### src/inc/refclk_pkg.sv
// Constants shared by the reference clock divider and its waveform generator
package refclk_pkg;

  // ----------------------------------------------------------------
  // Register map
  // ----------------------------------------------------------------
  localparam int         BUS_AW     = 8;
  localparam logic [7:0] OFS_CTL    = 8'h00;
  localparam logic [7:0] OFS_STAT   = 8'h04;
  localparam int         CTL_W      = 8;
  localparam logic [7:0] CTL_RESET  = 8'h30;

  // ----------------------------------------------------------------
  // Control fields
  // ----------------------------------------------------------------
  localparam int         EN_BIT     = 7;
  localparam int         OE_BIT     = 6;
  localparam int         SLR_BIT    = 5;
  localparam int         DUTY_LSB   = 3;
  localparam int         DIV_LSB    = 0;
  localparam logic [1:0] DUTY_OFF   = 2'h0;
  localparam logic [2:0] DIV_BY_1   = 3'h0;
  localparam logic [2:0] DIV_BY_2   = 3'h1;

  // ----------------------------------------------------------------
  // Status fields
  // ----------------------------------------------------------------
  localparam int         STAT_PIN   = 0;
  localparam int         STAT_OE    = 1;
  localparam int         STAT_OVR   = 2;
  localparam int         STAT_PASS  = 3;

  // ----------------------------------------------------------------
  // Counters
  // ----------------------------------------------------------------
  localparam int         CNT_W      = 7;
  localparam int         FOSC_DIV_W = 2;

endpackage : refclk_pkg

### src/inc/refclk_if.sv
// Control and waveform signals between the register side and the generator
`timescale 1ns/1ps
interface refclk_if;
  logic       enable;
  logic [2:0] divider;
  logic [1:0] duty;
  logic       wave;

  modport ctl (output enable, output divider, output duty, input wave);
  modport gen (input enable, input divider, input duty, output wave);
endinterface : refclk_if

### src/hw/refclk_divider.sv
// Reference clock output unit with APB control register
`timescale 1ns/1ps

// Operation
// The divider counts only the system clock, whatever oscillator provides it.
// In Sleep the unit stops because the system clock stops, whatever its source.
// In Sleep the outputs keep their level and change again only after waking; undivided mode still passes REF_CLK to the pin.
// The divided clock reaches the pin only with both the unit enable and pin output enable set.
// Routing the reference clock to the pin also needs the configuration override bit at 1.
// With the configuration override bit at 0 the pin carries the oscillator divided by four.
// Undivided, the output follows the source clock duty except 0 percent, which holds it low.
// At divide by two, 25 and 75 percent duty may be built from source edges and depend on them; here divide by two gives 50 percent for both.
// Any reset disables the unit and returns the control register to its defaults.
// The slew control bit enables slew limiting on the pin when set and removes it when clear.
// A two-bit duty field picks the duty and a three-bit divider field picks one of eight ratios.
// Divider codes 000 to 111 divide by 1, 2, 4, 8, 16, 32, 64 and 128.
// Duty codes 00, 01, 10 and 11 give 0, 25, 50 and 75 percent.
module refclk_divider
  import refclk_pkg::*;
#(
  parameter int ADDR_W = BUS_AW
) (
  // Clock, reset and Sleep freeze
  input  wire logic              REF_CLK,
  input  wire logic              RESET,
  input  wire logic              CLK_EN,
  // APB slave
  input  wire logic              PSEL,
  input  wire logic              PENABLE,
  input  wire logic              PWRITE,
  input  wire logic [ADDR_W-1:0] PADDR,
  input  wire logic [31:0]       PWDATA,
  input  wire logic [3:0]        PSTRB,
  output logic                   PREADY,
  output logic [31:0]            PRDATA,
  output logic                   PSLVERR,
  // Configuration word
  input  wire logic              SYSCLK_OUT_OVERRIDE_CFG,
  // Output pin
  output logic                   REFCLK_OUT_PIN_O,
  output logic                   REFCLK_OUT_PIN_OE,
  output logic                   REFCLK_SLEW_LIMIT
);

  logic [CTL_W-1:0]      ctl;
  logic                  pready_q;
  logic [31:0]           prdata_q;
  logic                  pslverr_q;
  logic [FOSC_DIV_W-1:0] fosc_div;
  logic                  pin_q;
  logic                  pin_oe_q;
  logic                  pass_q;

  refclk_if wave_bus ();

  // ----------------------------------------------------------------
  // Control fields
  // ----------------------------------------------------------------
  wire       refclk_unit_enable       = ctl[EN_BIT];
  wire       refclk_pin_output_enable = ctl[OE_BIT];
  wire       refclk_slew_limit        = ctl[SLR_BIT];
  wire [1:0] refclk_duty_select       = ctl[DUTY_LSB +: 2];
  wire [2:0] refclk_divider_select    = ctl[DIV_LSB +: 3];

  assign wave_bus.enable  = refclk_unit_enable;
  assign wave_bus.divider = refclk_divider_select;
  assign wave_bus.duty    = refclk_duty_select;

  refclk_wave u_wave (
    .clk (REF_CLK),
    .rst (RESET),
    .ce  (CLK_EN),
    .bus (wave_bus)
  );

  // ----------------------------------------------------------------
  // APB decode
  // ----------------------------------------------------------------
  wire access   = PSEL & PENABLE;
  wire complete = access & pready_q;
  wire answer   = access & ~pready_q;
  wire hit_ctl  = PADDR == ADDR_W'(OFS_CTL);
  wire hit_stat = PADDR == ADDR_W'(OFS_STAT);
  wire wr_ctl   = complete & PWRITE & hit_ctl & PSTRB[0];

  wire [31:0] stat_word = {28'h000_0000, pass_q, ~SYSCLK_OUT_OVERRIDE_CFG, pin_oe_q, pin_q};
  wire [31:0] rd_word   = hit_ctl  ? {24'h00_0000, ctl} :
                          hit_stat ? stat_word : 32'h0000_0000;

  // ----------------------------------------------------------------
  // Pin routing
  // ----------------------------------------------------------------
  wire routed      = SYSCLK_OUT_OVERRIDE_CFG & refclk_unit_enable & refclk_pin_output_enable;
  wire next_pin_oe = ~SYSCLK_OUT_OVERRIDE_CFG | routed;
  wire next_pin_o  = ~SYSCLK_OUT_OVERRIDE_CFG ? fosc_div[FOSC_DIV_W-1] :
                     routed & wave_bus.wave;
  wire next_pass   = routed & refclk_divider_select == DIV_BY_1 &
                     refclk_duty_select != DUTY_OFF;

  // ----------------------------------------------------------------
  // Registers
  // ----------------------------------------------------------------
  // Low clock enable stands for Sleep: every register here holds its value
  always_ff @(posedge REF_CLK) begin
    if (RESET) begin
      ctl       <= CTL_RESET;
      pready_q  <= 1'b0;
      prdata_q  <= 32'h0000_0000;
      pslverr_q <= 1'b0;
    end else if (CLK_EN) begin
      pready_q  <= answer;
      prdata_q  <= answer ? rd_word : prdata_q;
      pslverr_q <= answer & ~(hit_ctl | hit_stat);
      if (wr_ctl)
        ctl <= PWDATA[CTL_W-1:0];
    end
  end

  always_ff @(posedge REF_CLK) begin
    if (RESET) begin
      fosc_div <= '0;
      pin_q    <= 1'b0;
      pin_oe_q <= 1'b0;
      pass_q   <= 1'b0;
    end else if (CLK_EN) begin
      fosc_div <= fosc_div + 1'b1;
      pin_q    <= next_pin_o;
      pin_oe_q <= next_pin_oe;
      pass_q   <= next_pass;
    end
  end

  // ----------------------------------------------------------------
  // Outputs
  // ----------------------------------------------------------------
  // Undivided mode hands the source clock itself to the pin, so its duty is the source's
  assign REFCLK_OUT_PIN_O  = pass_q ? REF_CLK : pin_q;
  assign REFCLK_OUT_PIN_OE = pin_oe_q;
  assign REFCLK_SLEW_LIMIT = refclk_slew_limit;
  assign PREADY            = pready_q;
  assign PRDATA            = prdata_q;
  assign PSLVERR           = pslverr_q;
endmodule : refclk_divider

### src/hw/refclk_wave.sv
// Power-of-two divider and duty shaper for the reference clock
`timescale 1ns/1ps
module refclk_wave
  import refclk_pkg::*;
(
  // Clock and control
  input wire logic clk,
  input wire logic rst,
  input wire logic ce,
  // Control in, waveform out
  refclk_if.gen    bus
);

  logic [CNT_W-1:0] cnt;
  logic             wave_q;

  // ----------------------------------------------------------------
  // Level for a counter phase
  // ----------------------------------------------------------------
  // Only rising edges exist here, so divide-by-2 cannot make 25 or 75 percent
  function automatic logic wave_level(input logic [CNT_W-1:0] c, input logic [2:0] div,
                                      input logic [1:0] duty);
    logic [1:0] quarter;
    quarter = 2'h0;
    if (duty == DUTY_OFF)
      return 1'b0;
    if (div == DIV_BY_1)
      return 1'b1;
    if (div == DIV_BY_2)
      return ~c[0];
    quarter = 2'(c >> (div - 3'h2));
    return quarter < duty;
  endfunction : wave_level

  wire next_wave = bus.enable & wave_level(cnt, bus.divider, bus.duty);

  // ----------------------------------------------------------------
  // Counter on the system clock only
  // ----------------------------------------------------------------
  always_ff @(posedge clk) begin
    if (rst) begin
      cnt    <= '0;
      wave_q <= 1'b0;
    end else if (ce) begin
      cnt    <= bus.enable ? cnt + 1'b1 : '0;
      wave_q <= next_wave;
    end
  end

  assign bus.wave = wave_q;
endmodule : refclk_wave

### config.mk
export PLATFORM = sky130hd
export DESIGN_NAME = refclk_divider
export DESIGN_NICKNAME = d
export VERILOG_FILES = /design/src/inc/refclk_pkg.sv /design/src/inc/refclk_if.sv /design/src/hw/refclk_divider.sv /design/src/hw/refclk_wave.sv
export SDC_FILE = /design/constraint.sdc
export NUM_CORES = 1
export LEC_CHECK = 0
export ABC_CLOCK_PERIOD_IN_PS = 1900
export BUFFER_PORTS_ARGS = -buffer_cell sky130_fd_sc_hd__buf_2
export CAP_MARGIN = 5
export CORE_ASPECT_RATIO = 1.25
export CORE_UTILIZATION = 40
export CTS_BUF_LIST = sky130_fd_sc_hd__clkbuf_4 sky130_fd_sc_hd__clkbuf_8 sky130_fd_sc_hd__clkbuf_16
export CTS_CLUSTER_DIAMETER = 200
export DETAILED_ROUTE_END_ITERATION = 6
export GPL_TIMING_DRIVEN = 0
export HOLD_SLACK_MARGIN = 0.06
export PLACE_DENSITY = 0.74
export SKIP_CTS_REPAIR_TIMING = 1
export SLEW_MARGIN = 15
export SYNTH_ARGS = -nofsm -noshare
export SYNTH_HDL_FRONTEND = slang
export SYNTH_SLANG_ARGS = --single-unit
### constraint.sdc
create_clock -name REF_CLK -period 1.9 [get_ports REF_CLK]
set_input_delay 0.095 -clock REF_CLK [delete_from_list [all_inputs] [get_ports REF_CLK]]
set_output_delay 0.095 -clock REF_CLK [all_outputs]
set_load 0.02 [all_outputs]
==> impl_metrics.prom, run 1 <==
# TYPE chip_impl_metric gauge
chip_impl_metric{name="post_detailed_route_wirelength_per_cell",unit="um"} 11.3
chip_impl_metric{name="power.density",unit="nW/um^2"} 743
chip_impl_metric{name="antenna_violations_before_repair",unit=""} 0
chip_impl_metric{name="fin_cells",unit=""} 325
chip_impl_info{name="grt_setup_unrepaired",value="true"} 1
chip_impl_metric{name="ant_nets",unit=""} 0
chip_impl_metric{name="ys_async_sr_fraction",unit="%"} 0
chip_impl_metric{name="design.final.nets",unit=""} 323
chip_impl_metric{name="layout.core_utilization",unit="%"} 58.3
chip_impl_metric{name="grt_overflow",unit=""} 0
chip_impl_metric{name="syn_avg_cell_area",unit="um^2"} 8.67
chip_impl_info{name="final_cell_mix",value="37 x buf_2, 28 x dfxtp_1, 26 x buf_4, 24 x conb_1, 19 x nor2_1"} 1
chip_impl_metric{name="totalPowerFinal",unit="mW"} 1.68
chip_impl_metric{name="maximum_number_of_pins_on_one_net_before_global_route_repair",unit=""} 11
chip_impl_metric{name="clock_insertion_delay_worst_skew",unit="ns"} 0.39
chip_impl_info{name="critical_path.startpoint_type",value="flop"} 1
chip_impl_metric{name="grt_pass1_wl",unit="um"} 5930
chip_impl_metric{name="holdPathStages",unit=""} 4
chip_impl_metric{name="syn_inst",unit=""} 191
chip_impl_metric{name="cp_data_required_time",unit="ns"} 2.21
chip_impl_metric{name="syn_area",unit="um^2"} 1660
chip_impl_metric{name="number_of_ports_placed_on_the_die_boundary",unit=""} 88
chip_impl_metric{name="clock_skew",unit="ns"} 0.00539
chip_impl_metric{name="drt_drc_violations_left",unit=""} 0
chip_impl_metric{name="initialDrtViolationCount",unit=""} 48
chip_impl_metric{name="die_area",unit="um^2"} 4400
chip_impl_metric{name="initial_utilization",unit="%"} 42.7
chip_impl_metric{name="power.share.clock",unit="%"} 49.8
chip_impl_metric{name="rows",unit=""} 25
chip_impl_metric{name="seq_area",unit="um^2"} 624
chip_impl_metric{name="dp.final_hpwl",unit="um"} 2630
chip_impl_metric{name="swShare",unit="%"} 22.6
chip_impl_metric{name="postLayoutSetupSlackWorst",unit="ns"} -0.176
chip_impl_metric{name="floorplan_core_area",unit="um^2"} 3880
chip_impl_metric{name="globalplace.congestion",unit=""} 0.845
chip_impl_metric{name="cell_internal_pwr",unit="mW"} 1.30
chip_impl_info{name="synth_top_flop_cell",value="dfxtp_1"} 1
chip_impl_metric{name="final.setup.tns",unit="ns"} -0.176
chip_impl_metric{name="drt-total-wl",unit="um"} 3670
chip_impl_metric{name="final_period_minus_worst_setup_slack",unit="ns"} 2.08
chip_impl_info{name="cts_tree",value="yes"} 1
chip_impl_metric{name="die_width",unit="um"} 59.5
chip_impl_metric{name="timing.fmax",unit="GHz"} 0.482
chip_impl_metric{name="power.share.combinational",unit="%"} 10.7
chip_impl_info{name="status",value="finished, violations left"} 1
chip_impl_metric{name="maxSlewHeadroom",unit="%"} 45.8
chip_impl_metric{name="ys_seq_elements",unit=""} 31
chip_impl_metric{name="die_h",unit="um"} 73.9
chip_impl_metric{name="p_leak",unit="nW"} 1.01
chip_impl_info{name="commonest_non_fill_non_tap_cell_in_the_layout",value="buf_2"} 1
chip_impl_metric{name="num-fill-cells",unit=""} 376
chip_impl_metric{name="diodes",unit=""} 0
chip_impl_metric{name="finalSetupViolCount",unit=""} 1
chip_impl_metric{name="number_of_placed_instances_with_taps_included",unit=""} 302
chip_impl_metric{name="cts.reportedPaths.clkPinSlew",unit="ns"} 0.07
chip_impl_metric{name="critPathArrivalTime",unit="ns"} 2.39
chip_impl_metric{name="final-hold-violation-count",unit=""} 0
chip_impl_metric{name="flow.area_growth_from_synthesis",unit="%"} 36.7
chip_impl_metric{name="final_cycle_utilization_of_the_critical_path",unit="%"} 109
chip_impl_info{name="critPathCaptureType",value="flop"} 1
chip_impl_metric{name="grt_pass1_vias",unit=""} 1367
chip_impl_metric{name="via_per_inst",unit=""} 4.65
chip_impl_metric{name="layout-drive-gt1-share",unit="%"} 31.4
chip_impl_metric{name="synth_enable_flop_cells",unit=""} 0
chip_impl_metric{name="worst_ir_drop_vdd",unit="mV"} 0.502
chip_impl_metric{name="cap_violations",unit=""} 0
chip_impl_metric{name="grt.total_usage",unit="%"} 18.5
chip_impl_metric{name="worst_pin_slew",unit="ns"} 0.807
chip_impl_metric{name="pwr-share-seq",unit="%"} 39.5
chip_impl_metric{name="placement.io_buffers",unit=""} 34
chip_impl_metric{name="vias",unit=""} 1511
chip_impl_metric{name="synth_cell_type_count",unit=""} 41
chip_impl_info{name="worst_hold_path_type",value="input port to flop"} 1
chip_impl_metric{name="reg2regPathDepth",unit=""} 8
chip_impl_metric{name="ys_seq_area_share",unit="%"} 37.5
chip_impl_info{name="worstSetupPathType",value="flop to flop"} 1
chip_impl_metric{name="final-max-slew-violation-count",unit=""} 0
chip_impl_metric{name="multiInputGateArea",unit="um^2"} 891
chip_impl_info{name="violations_in_the_final_reports",value="setup timing"} 1
chip_impl_metric{name="crit_path_max_fanout",unit=""} 5
chip_impl_metric{name="synthesis.yosys.warnings",unit=""} 0
chip_impl_metric{name="p_sw",unit="mW"} 0.381
chip_impl_metric{name="drt-pass1-iter-count",unit=""} 4
-- path summary, 6_finish.rpt --
| path | startpoint | endpoint | slack, ns |
|---|---|---|---|
| setup reg to reg | u_wave.cnt[3]$_SDFFE_PP0P_ | u_wave.bus.wave$_SDFFE_PP0P_ | -0.18 |
| setup / recovery | u_wave.cnt[3]$_SDFFE_PP0P_ | u_wave.bus.wave$_SDFFE_PP0P_ | -0.18 |
| hold reg to reg | PRDATA[0]$_SDFFE_PP0P_ | PRDATA[0]$_SDFFE_PP0P_ | 0.45 |
| hold / removal | CLK_EN | u_wave.cnt[1]$_SDFFE_PP0P_ | 0.15 |
-- power by group through the flow --
stage | combinational (mW) | sequential, mW | clock, mW
after floorplan | 0.120 | 0.682 | 0.00301
after global placement | 0.160 | 0.679 | 0.00386
after detailed placement | 0.161 | 0.679 | 0.00386
after CTS | 0.162 | 0.664 | 0.851
after global routing | 0.197 | 0.665 | 0.886
final | 0.180 | 0.664 | 0.837
-- per-layer routing --
metal	up-vias	GRT usage, %	part of all wire (%)
met2	56	31.5	49
met1	674	19.3	42
li1	773	-	-
met3	8	7.57	6.3
met5	-	0	0
met4	0	10.1	2.0
-- cell families (layout without fill, tap and decap cells) --
kind of cell / after synthesis / in the layout / synth area share, %
fa+ha+maj: 2 / 2 / 1.51
compound gates: 29 / 29 / 11.0
simple gates: 71 / 71 / 22.8
other cells: 1 / 24 / 0.227
buf+inv: 36 / 93 / 13.9
mux: 16 / 16 / 10.5
xor+xnor: 5 / 5 / 2.65
flops: 31 / 31 / 37.5
-- worst max-delay path, cell delays in order (launching register included) --
cell and delay [ns]:
dfxtp_1 0.36, mux4_2 0.49, buf_4 0.15, a22o_1 0.21, ha_1 0.28, o22a_1 0.16
a31oi_1 0.17, a22oi_1 0.09, o22ai_1 0.11
-- cell usage after synthesis, types with 3 or more instances --
cell type	count	share of area, %
inv_1	3	0.68
a21oi_1	14	4.2
nand4_1	5	1.9
mux2i_1	14	8.5
buf_4	24	11
o21ai_0	3	0.91
buf_2	4	1.2
or3_1	6	2.3
nand2b_1	3	1.1
clkbuf_1	4	0.91
xor2_1	4	2.1
nand3_1	6	1.8
dfxtp_1	31	37
nand2_1	18	4.1
nor2_1	19	4.3
-- registers in the layout, indices dropped and copies added, names as in the netlist --
name / count
u_wave.cnt: 7
PSLVERR: 1
u_wave.bus.wave: 1
PREADY: 1
pin_q: 1
PRDATA: 8
ctl: 8
pass_q: 1
fosc_div: 2
REFCLK_OUT_PIN_OE: 1
-- stage by stage --
stage               cell area, um^2  worst slack [ns]  hold slack [ns]
global placement               1980            -0.122            0.317
floorplan                      1740          -0.00610            0.211
detailed placement             1980            -0.147            0.323
CTS                            2140            -0.162          -0.0803
finish                         2260            -0.176            0.150
global route                   2260            -0.230            0.171
-- layout make-up --
cell class              instances  share of cell area (%)
repair buffers                 45                    12.5
plain buffers                  33                    9.79
inverters                       3                   0.498
flip-flops and latches         31                    27.6
clock inverters                 2                    1.55
clock buffers                  10                    5.70
multi-input cells             147                    39.4
well taps                      54                    2.99
(Power assumes the default switching activity.)
==> inputs of run 2 (changes only) <==
==> constraint.sdc (replaced) <==
create_clock -name REF_CLK -period 1.9 [get_ports REF_CLK]
set_input_delay 0.38 -clock REF_CLK [delete_from_list [all_inputs] [get_ports REF_CLK]]
set_output_delay 0.38 -clock REF_CLK [all_outputs]
set_load 0.02 [all_outputs]
==> impl_metrics.prom, run 2 (synthesis gave the netlist of run 1 again) <==
# TYPE chip_impl_metric gauge
chip_impl_info{name="status",value="finished, violations left"} 1
chip_impl_info{name="violations_in_the_final_reports",value="setup timing"} 1
chip_impl_metric{name="placement.io_buffers",unit=""} 34
chip_impl_metric{name="initialDrtViolationCount",unit=""} 47
chip_impl_metric{name="antenna_violations_before_repair",unit=""} 0
chip_impl_metric{name="cts.reportedPaths.clkPinSlew",unit="ns"} 0.06
chip_impl_metric{name="maximum_number_of_pins_on_one_net_before_global_route_repair",unit=""} 11
chip_impl_metric{name="drt-pass1-iter-count",unit=""} 4
chip_impl_metric{name="via_per_inst",unit=""} 4.75
chip_impl_metric{name="die_h",unit="um"} 73.9
chip_impl_metric{name="finalInstanceArea",unit="um^2"} 2130
chip_impl_metric{name="design.final.nets",unit=""} 311
chip_impl_metric{name="detailed_place.area",unit="um^2"} 1980
chip_impl_metric{name="placement.setup.worst_slack",unit="ns"} -0.252
chip_impl_metric{name="cap_violations",unit=""} 0
chip_impl_info{name="cts_tree",value="yes"} 1
chip_impl_metric{name="flow.area_growth_from_synthesis",unit="%"} 28.9
chip_impl_metric{name="grt_overflow",unit=""} 0
chip_impl_metric{name="die_width",unit="um"} 59.5
chip_impl_metric{name="num-fill-cells",unit=""} 389
chip_impl_metric{name="grt_pass1_vias",unit=""} 1414
chip_impl_metric{name="drt-total-wl",unit="um"} 3740
chip_impl_metric{name="critPathArrivalTime",unit="ns"} 2.42
chip_impl_metric{name="postLayoutSetupSlackWorst",unit="ns"} -0.214
chip_impl_metric{name="diodes",unit=""} 0
chip_impl_metric{name="layout.core_utilization",unit="%"} 55.0
chip_impl_metric{name="worst_ir_drop_vdd",unit="mV"} 0.393
chip_impl_metric{name="final_cycle_utilization_of_the_critical_path",unit="%"} 111
chip_impl_metric{name="ant_nets",unit=""} 0
chip_impl_metric{name="grt_util_met1",unit="%"} 18.2
chip_impl_metric{name="gr-usage-met2",unit="%"} 32.8
chip_impl_metric{name="floorplan_core_area",unit="um^2"} 3880
chip_impl_info{name="critical_path.startpoint_type",value="flop"} 1
chip_impl_metric{name="dp.final_hpwl",unit="um"} 2690
chip_impl_metric{name="p_leak",unit="nW"} 0.948
chip_impl_metric{name="post_detailed_route_wirelength_per_cell",unit="um"} 12.0
chip_impl_metric{name="clock_skew",unit="ns"} 0.00691
chip_impl_metric{name="rows",unit=""} 25
chip_impl_info{name="grt_setup_unrepaired",value="true"} 1
chip_impl_info{name="commonest_non_fill_non_tap_cell_in_the_layout",value="buf_2"} 1
chip_impl_metric{name="layout-drive-gt1-share",unit="%"} 32.2
chip_impl_info{name="worstSetupPathType",value="flop to flop"} 1
chip_impl_metric{name="clock_insertion_delay_worst_skew",unit="ns"} 0.39
chip_impl_metric{name="final-max-slew-violation-count",unit=""} 0
chip_impl_metric{name="finalSetupViolCount",unit=""} 1
chip_impl_metric{name="crit_path_max_fanout",unit=""} 5
chip_impl_metric{name="initial_utilization",unit="%"} 42.7
chip_impl_info{name="critPathCaptureType",value="flop"} 1
chip_impl_metric{name="number_of_ports_placed_on_the_die_boundary",unit=""} 88
chip_impl_metric{name="grt.total_usage",unit="%"} 18.5
chip_impl_metric{name="power.density",unit="nW/um^2"} 680
chip_impl_metric{name="cp_data_required_time",unit="ns"} 2.20
chip_impl_metric{name="vias",unit=""} 1481
chip_impl_metric{name="globalplace.congestion",unit=""} 0.846
chip_impl_metric{name="drt_drc_violations_left",unit=""} 0
chip_impl_metric{name="final_period_minus_worst_setup_slack",unit="ns"} 2.11
chip_impl_info{name="worst_hold_path_type",value="input port to flop"} 1
chip_impl_metric{name="timing.fmax",unit="GHz"} 0.473
chip_impl_metric{name="die_area",unit="um^2"} 4400
chip_impl_metric{name="grt_pass1_wl",unit="um"} 5950
chip_impl_info{name="gr-max-usage-layer",value="met2"} 1
chip_impl_info{name="final_cell_mix",value="36 x buf_2, 28 x dfxtp_1, 24 x buf_4, 24 x conb_1, 19 x nor2_1"} 1
chip_impl_metric{name="grt_use_met3",unit="%"} 7.22
chip_impl_metric{name="final-hold-violation-count",unit=""} 0
## run 2: worst paths after layout
kind                                   to  cells past startpoint                        from  slack, ns
max          u_wave.bus.wave$_SDFFE_PP0P_                      9  u_wave.cnt[3]$_SDFFE_PP0P_      -0.21
min reg2reg        PRDATA[0]$_SDFFE_PP0P_                      2      PRDATA[0]$_SDFFE_PP0P_       0.45
min                   ctl[5]$_SDFFE_PP1P_                      3                   PWDATA[5]       0.21
max reg2reg  u_wave.bus.wave$_SDFFE_PP0P_                      9  u_wave.cnt[3]$_SDFFE_PP0P_      -0.21
## run 2: layer usage
| metal | vias to the layer above | wire length (um) |
|---|---|---|
| li1 | 754 | - |
| met1 | 657 | 1550 |
| met2 | 61 | 1880 |
| met3 | 9 | 237 |
| met4 | 0 | 71 |
| met5 | - | 0 |
## run 2: area by class of cell
class	instances	area, um^2	share of cell area [%]
Inverter	3	11.3	0.528
Multi-Input combinational cell	147	897	42.1
Sequential cell	31	624	29.3
Clock buffer	9	121	5.69
Tap cell	54	67.6	3.17
Buffer	33	221	10.4
Clock inverter	1	5.00	0.235
Timing Repair Buffer	34	185	8.68
## run 2: worst max-delay path, stage by stage (launching register included)
cell	delay [ns]
dfxtp_1	0.36
mux4_2	0.49
nor2_1	0.11
a21oi_1	0.06
a22o_1	0.22
ha_1	0.27
o22a_1	0.15
a31oi_1	0.14
a22oi_1	0.08
o22ai_1	0.14
## run 2: per-stage QoR
step                      TNS [ns]  instances  hold WS (ns)  power, mW
after floorplan           -0.00610        214         0.470      0.805
after global routing        -0.356        312         0.220       1.51
after CTS                   -0.326        312         0.208       1.52
after detailed placement     -2.26        302         0.441      0.844
after global placement       -1.97        302         0.436      0.842
final                       -0.214        312         0.213       1.45
## run 2: report_power, final
part           switching (mW)  internal, mW  total, mW  leakage (nW)
combinational          0.0951        0.0680      0.163         0.622
clock                   0.246         0.377      0.623        0.0740
sequential            0.00633         0.658      0.665         0.252
==> inputs of run 3 (changes only) <==
--- a/config.mk
+++ b/config.mk
@@ -5,17 +5,16 @@
 export SDC_FILE = /design/constraint.sdc
 export NUM_CORES = 1
 export LEC_CHECK = 0
-export ABC_CLOCK_PERIOD_IN_PS = 1900
 export BUFFER_PORTS_ARGS = -buffer_cell sky130_fd_sc_hd__buf_2
 export CAP_MARGIN = 5
 export CORE_ASPECT_RATIO = 1.25
-export CORE_UTILIZATION = 40
+export CORE_UTILIZATION = 42
 export CTS_BUF_LIST = sky130_fd_sc_hd__clkbuf_4 sky130_fd_sc_hd__clkbuf_8 sky130_fd_sc_hd__clkbuf_16
 export CTS_CLUSTER_DIAMETER = 200
 export DETAILED_ROUTE_END_ITERATION = 6
 export GPL_TIMING_DRIVEN = 0
 export HOLD_SLACK_MARGIN = 0.06
-export PLACE_DENSITY = 0.74
+export PLACE_DENSITY = 0.75
 export SKIP_CTS_REPAIR_TIMING = 1
 export SLEW_MARGIN = 15
 export SYNTH_ARGS = -nofsm -noshare
==> constraint.sdc (replaced) <==
create_clock -name REF_CLK -period 2.3 [get_ports REF_CLK]
set_input_delay 0.46 -clock REF_CLK [delete_from_list [all_inputs] [get_ports REF_CLK]]
set_output_delay 0.46 -clock REF_CLK [all_outputs]
set_load 0.02 [all_outputs]
==> impl_metrics.prom, run 3 (synthesis gave the netlist of run 1 again) <==
# TYPE chip_impl_metric gauge
chip_impl_metric{name="cap_violations",unit=""} 0
chip_impl_metric{name="vias",unit=""} 1469
chip_impl_metric{name="holdPathStages",unit=""} 3
chip_impl_info{name="min_from",value="PWDATA[5]"} 1
chip_impl_metric{name="worst_pin_slew",unit="ns"} 0.769
chip_impl_info{name="commonest_non_fill_non_tap_cell_in_the_layout",value="buf_2"} 1
chip_impl_info{name="cts_tree",value="yes"} 1
chip_impl_info{name="critical_path.startpoint_type",value="clock port"} 1
chip_impl_metric{name="final-hold-violation-count",unit=""} 0
chip_impl_metric{name="antenna_violations_before_repair",unit=""} 0
chip_impl_info{name="critPathCaptureType",value="output port"} 1
chip_impl_metric{name="p_leak",unit="nW"} 0.943
chip_impl_metric{name="grt_overflow",unit=""} 0
chip_impl_metric{name="reg2regPathDepth",unit=""} 10
chip_impl_metric{name="cp_data_required_time",unit="ns"} 1.84
chip_impl_metric{name="clock_insertion_delay_worst_skew",unit="ns"} 0.39
chip_impl_metric{name="cts.reportedPaths.clkPinSlew",unit="ns"} 0.06
chip_impl_metric{name="drt-total-wl",unit="um"} 3450
chip_impl_metric{name="rows",unit=""} 25
chip_impl_metric{name="diodes",unit=""} 0
chip_impl_metric{name="maxSlewHeadroom",unit="%"} 48.3
chip_impl_metric{name="maximum_number_of_pins_on_one_net_before_global_route_repair",unit=""} 11
chip_impl_metric{name="power.density",unit="nW/um^2"} 592
chip_impl_metric{name="reg2reg_setup_slack",unit="ns"} 0.24
chip_impl_metric{name="initialDrtViolationCount",unit=""} 43
chip_impl_metric{name="grt.total_usage",unit="%"} 18.8
chip_impl_metric{name="number_of_ports_placed_on_the_die_boundary",unit=""} 88
chip_impl_info{name="cpLargestDelayFamily",value="buffers and inverters"} 1
chip_impl_metric{name="drt_drc_violations_left",unit=""} 0
chip_impl_metric{name="grt_pass1_vias",unit=""} 1331
chip_impl_metric{name="post_detailed_route_wirelength_per_cell",unit="um"} 11.1
chip_impl_metric{name="globalplace.congestion",unit=""} 0.817
chip_impl_metric{name="placement.io_buffers",unit=""} 34
chip_impl_metric{name="flow.area_growth_from_synthesis",unit="%"} 27.4
chip_impl_info{name="crit_slowest_cell",value="mux2_2"} 1
chip_impl_metric{name="hold_ws",unit="ns"} 0.295
chip_impl_metric{name="layout.core_utilization",unit="%"} 55.7
chip_impl_metric{name="ant_nets",unit=""} 0
chip_impl_metric{name="floorplan_core_area",unit="um^2"} 3780
chip_impl_metric{name="drt-pass1-iter-count",unit=""} 4
chip_impl_metric{name="die_width",unit="um"} 58.2
chip_impl_metric{name="worst_ir_drop_vdd",unit="mV"} 0.265
chip_impl_info{name="timing.rr.start",value="ctl[1]$_SDFFE_PP0P_"} 1
chip_impl_metric{name="die_h",unit="um"} 72.2
chip_impl_info{name="critical_path.cell_chain",value="clkbuf_8 -> clkbuf_8 -> mux2_2 -> buf_2"} 1
chip_impl_metric{name="detailed_place.area",unit="um^2"} 1980
chip_impl_info{name="status",value="completed"} 1
chip_impl_metric{name="via_per_inst",unit=""} 4.71
chip_impl_info{name="worstSetupPathType",value="clock port to output port"} 1
chip_impl_metric{name="crit_path_max_fanout",unit=""} 2
chip_impl_metric{name="dp.final_hpwl",unit="um"} 2580
chip_impl_metric{name="critPathArrivalTime",unit="ns"} 1.79
chip_impl_metric{name="crit_path_max_incr_delay",unit="ns"} 0.26
chip_impl_info{name="crit_path_frequent_cell",value="clkbuf_8"} 1
chip_impl_metric{name="finalSetupViolCount",unit=""} 0
chip_impl_info{name="critical_path.reg2reg.endpoint",value="u_wave.bus.wave$_SDFFE_PP0P_"} 1
chip_impl_metric{name="design.final.nets",unit=""} 311
chip_impl_metric{name="layout-drive-gt1-share",unit="%"} 31.0
chip_impl_metric{name="final.setup.tns",unit="ns"} 0
chip_impl_info{name="final_cell_mix",value="38 x buf_2, 31 x dfxtp_1, 24 x buf_4, 24 x conb_1, 19 x nor2_1"} 1
chip_impl_metric{name="clock_skew",unit="ns"} 0.00140
chip_impl_metric{name="finalInstanceArea",unit="um^2"} 2110
chip_impl_metric{name="worstPathBufferInverterCount",unit=""} 3
chip_impl_info{name="worst_hold_path_type",value="input port to flop"} 1
chip_impl_metric{name="grt_pass1_wl",unit="um"} 5830
chip_impl_metric{name="final-max-slew-violation-count",unit=""} 0
chip_impl_metric{name="initial_utilization",unit="%"} 43.7
chip_impl_info{name="grt_setup_unrepaired",value="false"} 1
chip_impl_info{name="timing.hold.worst_endpoint",value="ctl[5]$_SDFFE_PP1P_"} 1
chip_impl_metric{name="die_area",unit="um^2"} 4200
==> run 3: cell types whose count changed in the layout (fill, tap and decap cells not counted) <==
cell,previous run,this run
mux2_2,0,1
buf_6,1,0
dfxtp_1,28,31
buf_2,36,38
or2_4,1,0
clkbuf_4,1,0
buf_12,1,0
or2_2,1,2
mux2_4,1,0
dfxtp_2,3,0
clkbuf_8,8,9
==> run 3: cell type report <==
class,instances,area [um^2]
plain buffers,33,219
clock buffers,10,129
clock inverters,1,5.00
fillers,371,1680
inverters,3,11.3
multi-input cells,147,891
flip-flops and latches,31,621
well taps,54,67.6
repair buffers,33,165
==> run 3: worst max-delay path by stage <==
stage | from | cells after the start | slack [ns] | to
floorplan | PADDR[6] | 4 | 0.30 | ctl[4]$_SDFFE_PP1P_
global placement | PADDR[6] | 5 | -0.02 | ctl[7]$_SDFFE_PP0P_
detailed placement | PADDR[6] | 5 | -0.04 | ctl[2]$_SDFFE_PP0P_
CTS | REF_CLK | 4 | 0.04 | REFCLK_OUT_PIN_O
global route | REF_CLK | 4 | 0.03 | REFCLK_OUT_PIN_O
finish | REF_CLK | 4 | 0.05 | REFCLK_OUT_PIN_O
==> run 3: report_power, final <==
part / total (mW) / internal [mW] / leakage [nW] / switching [mW]
registers: 0.549 / 0.544 / 0.251 / 0.00530
logic: 0.134 / 0.0561 / 0.614 / 0.0776
clock network: 0.565 / 0.346 / 0.0785 / 0.219
==> run 3: layer usage <==
metal / GRT usage (%) / wire (um)
met1: 20.2 / 1500
met2: 30.8 / 1680
met3: 7.49 / 195
met4: 11.6 / 72
met5: 0 / 0
==> run 3: through the flow <==
stage | total power, mW | instances | setup WS (ns)
final | 1.25 | 312 | 0.0469
after global routing | 1.30 | 312 | 0.0261
after CTS | 1.26 | 312 | 0.0380
after detailed placement | 0.697 | 302 | -0.0431
after global placement | 0.696 | 302 | -0.0200
after floorplan | 0.665 | 214 | 0.300
==> run 3: worst register-to-register path, stage by stage, from the launching register on <==
cell and delay [ns]:
dfxtp_1 0.32, buf_2 0.20, mux4_2 0.34, nor2_1 0.10
a21oi_1 0.05, a22o_1 0.21, ha_1 0.27, o22a_1 0.15
a31oi_1 0.15, a22oi_1 0.09, o22ai_1 0.12
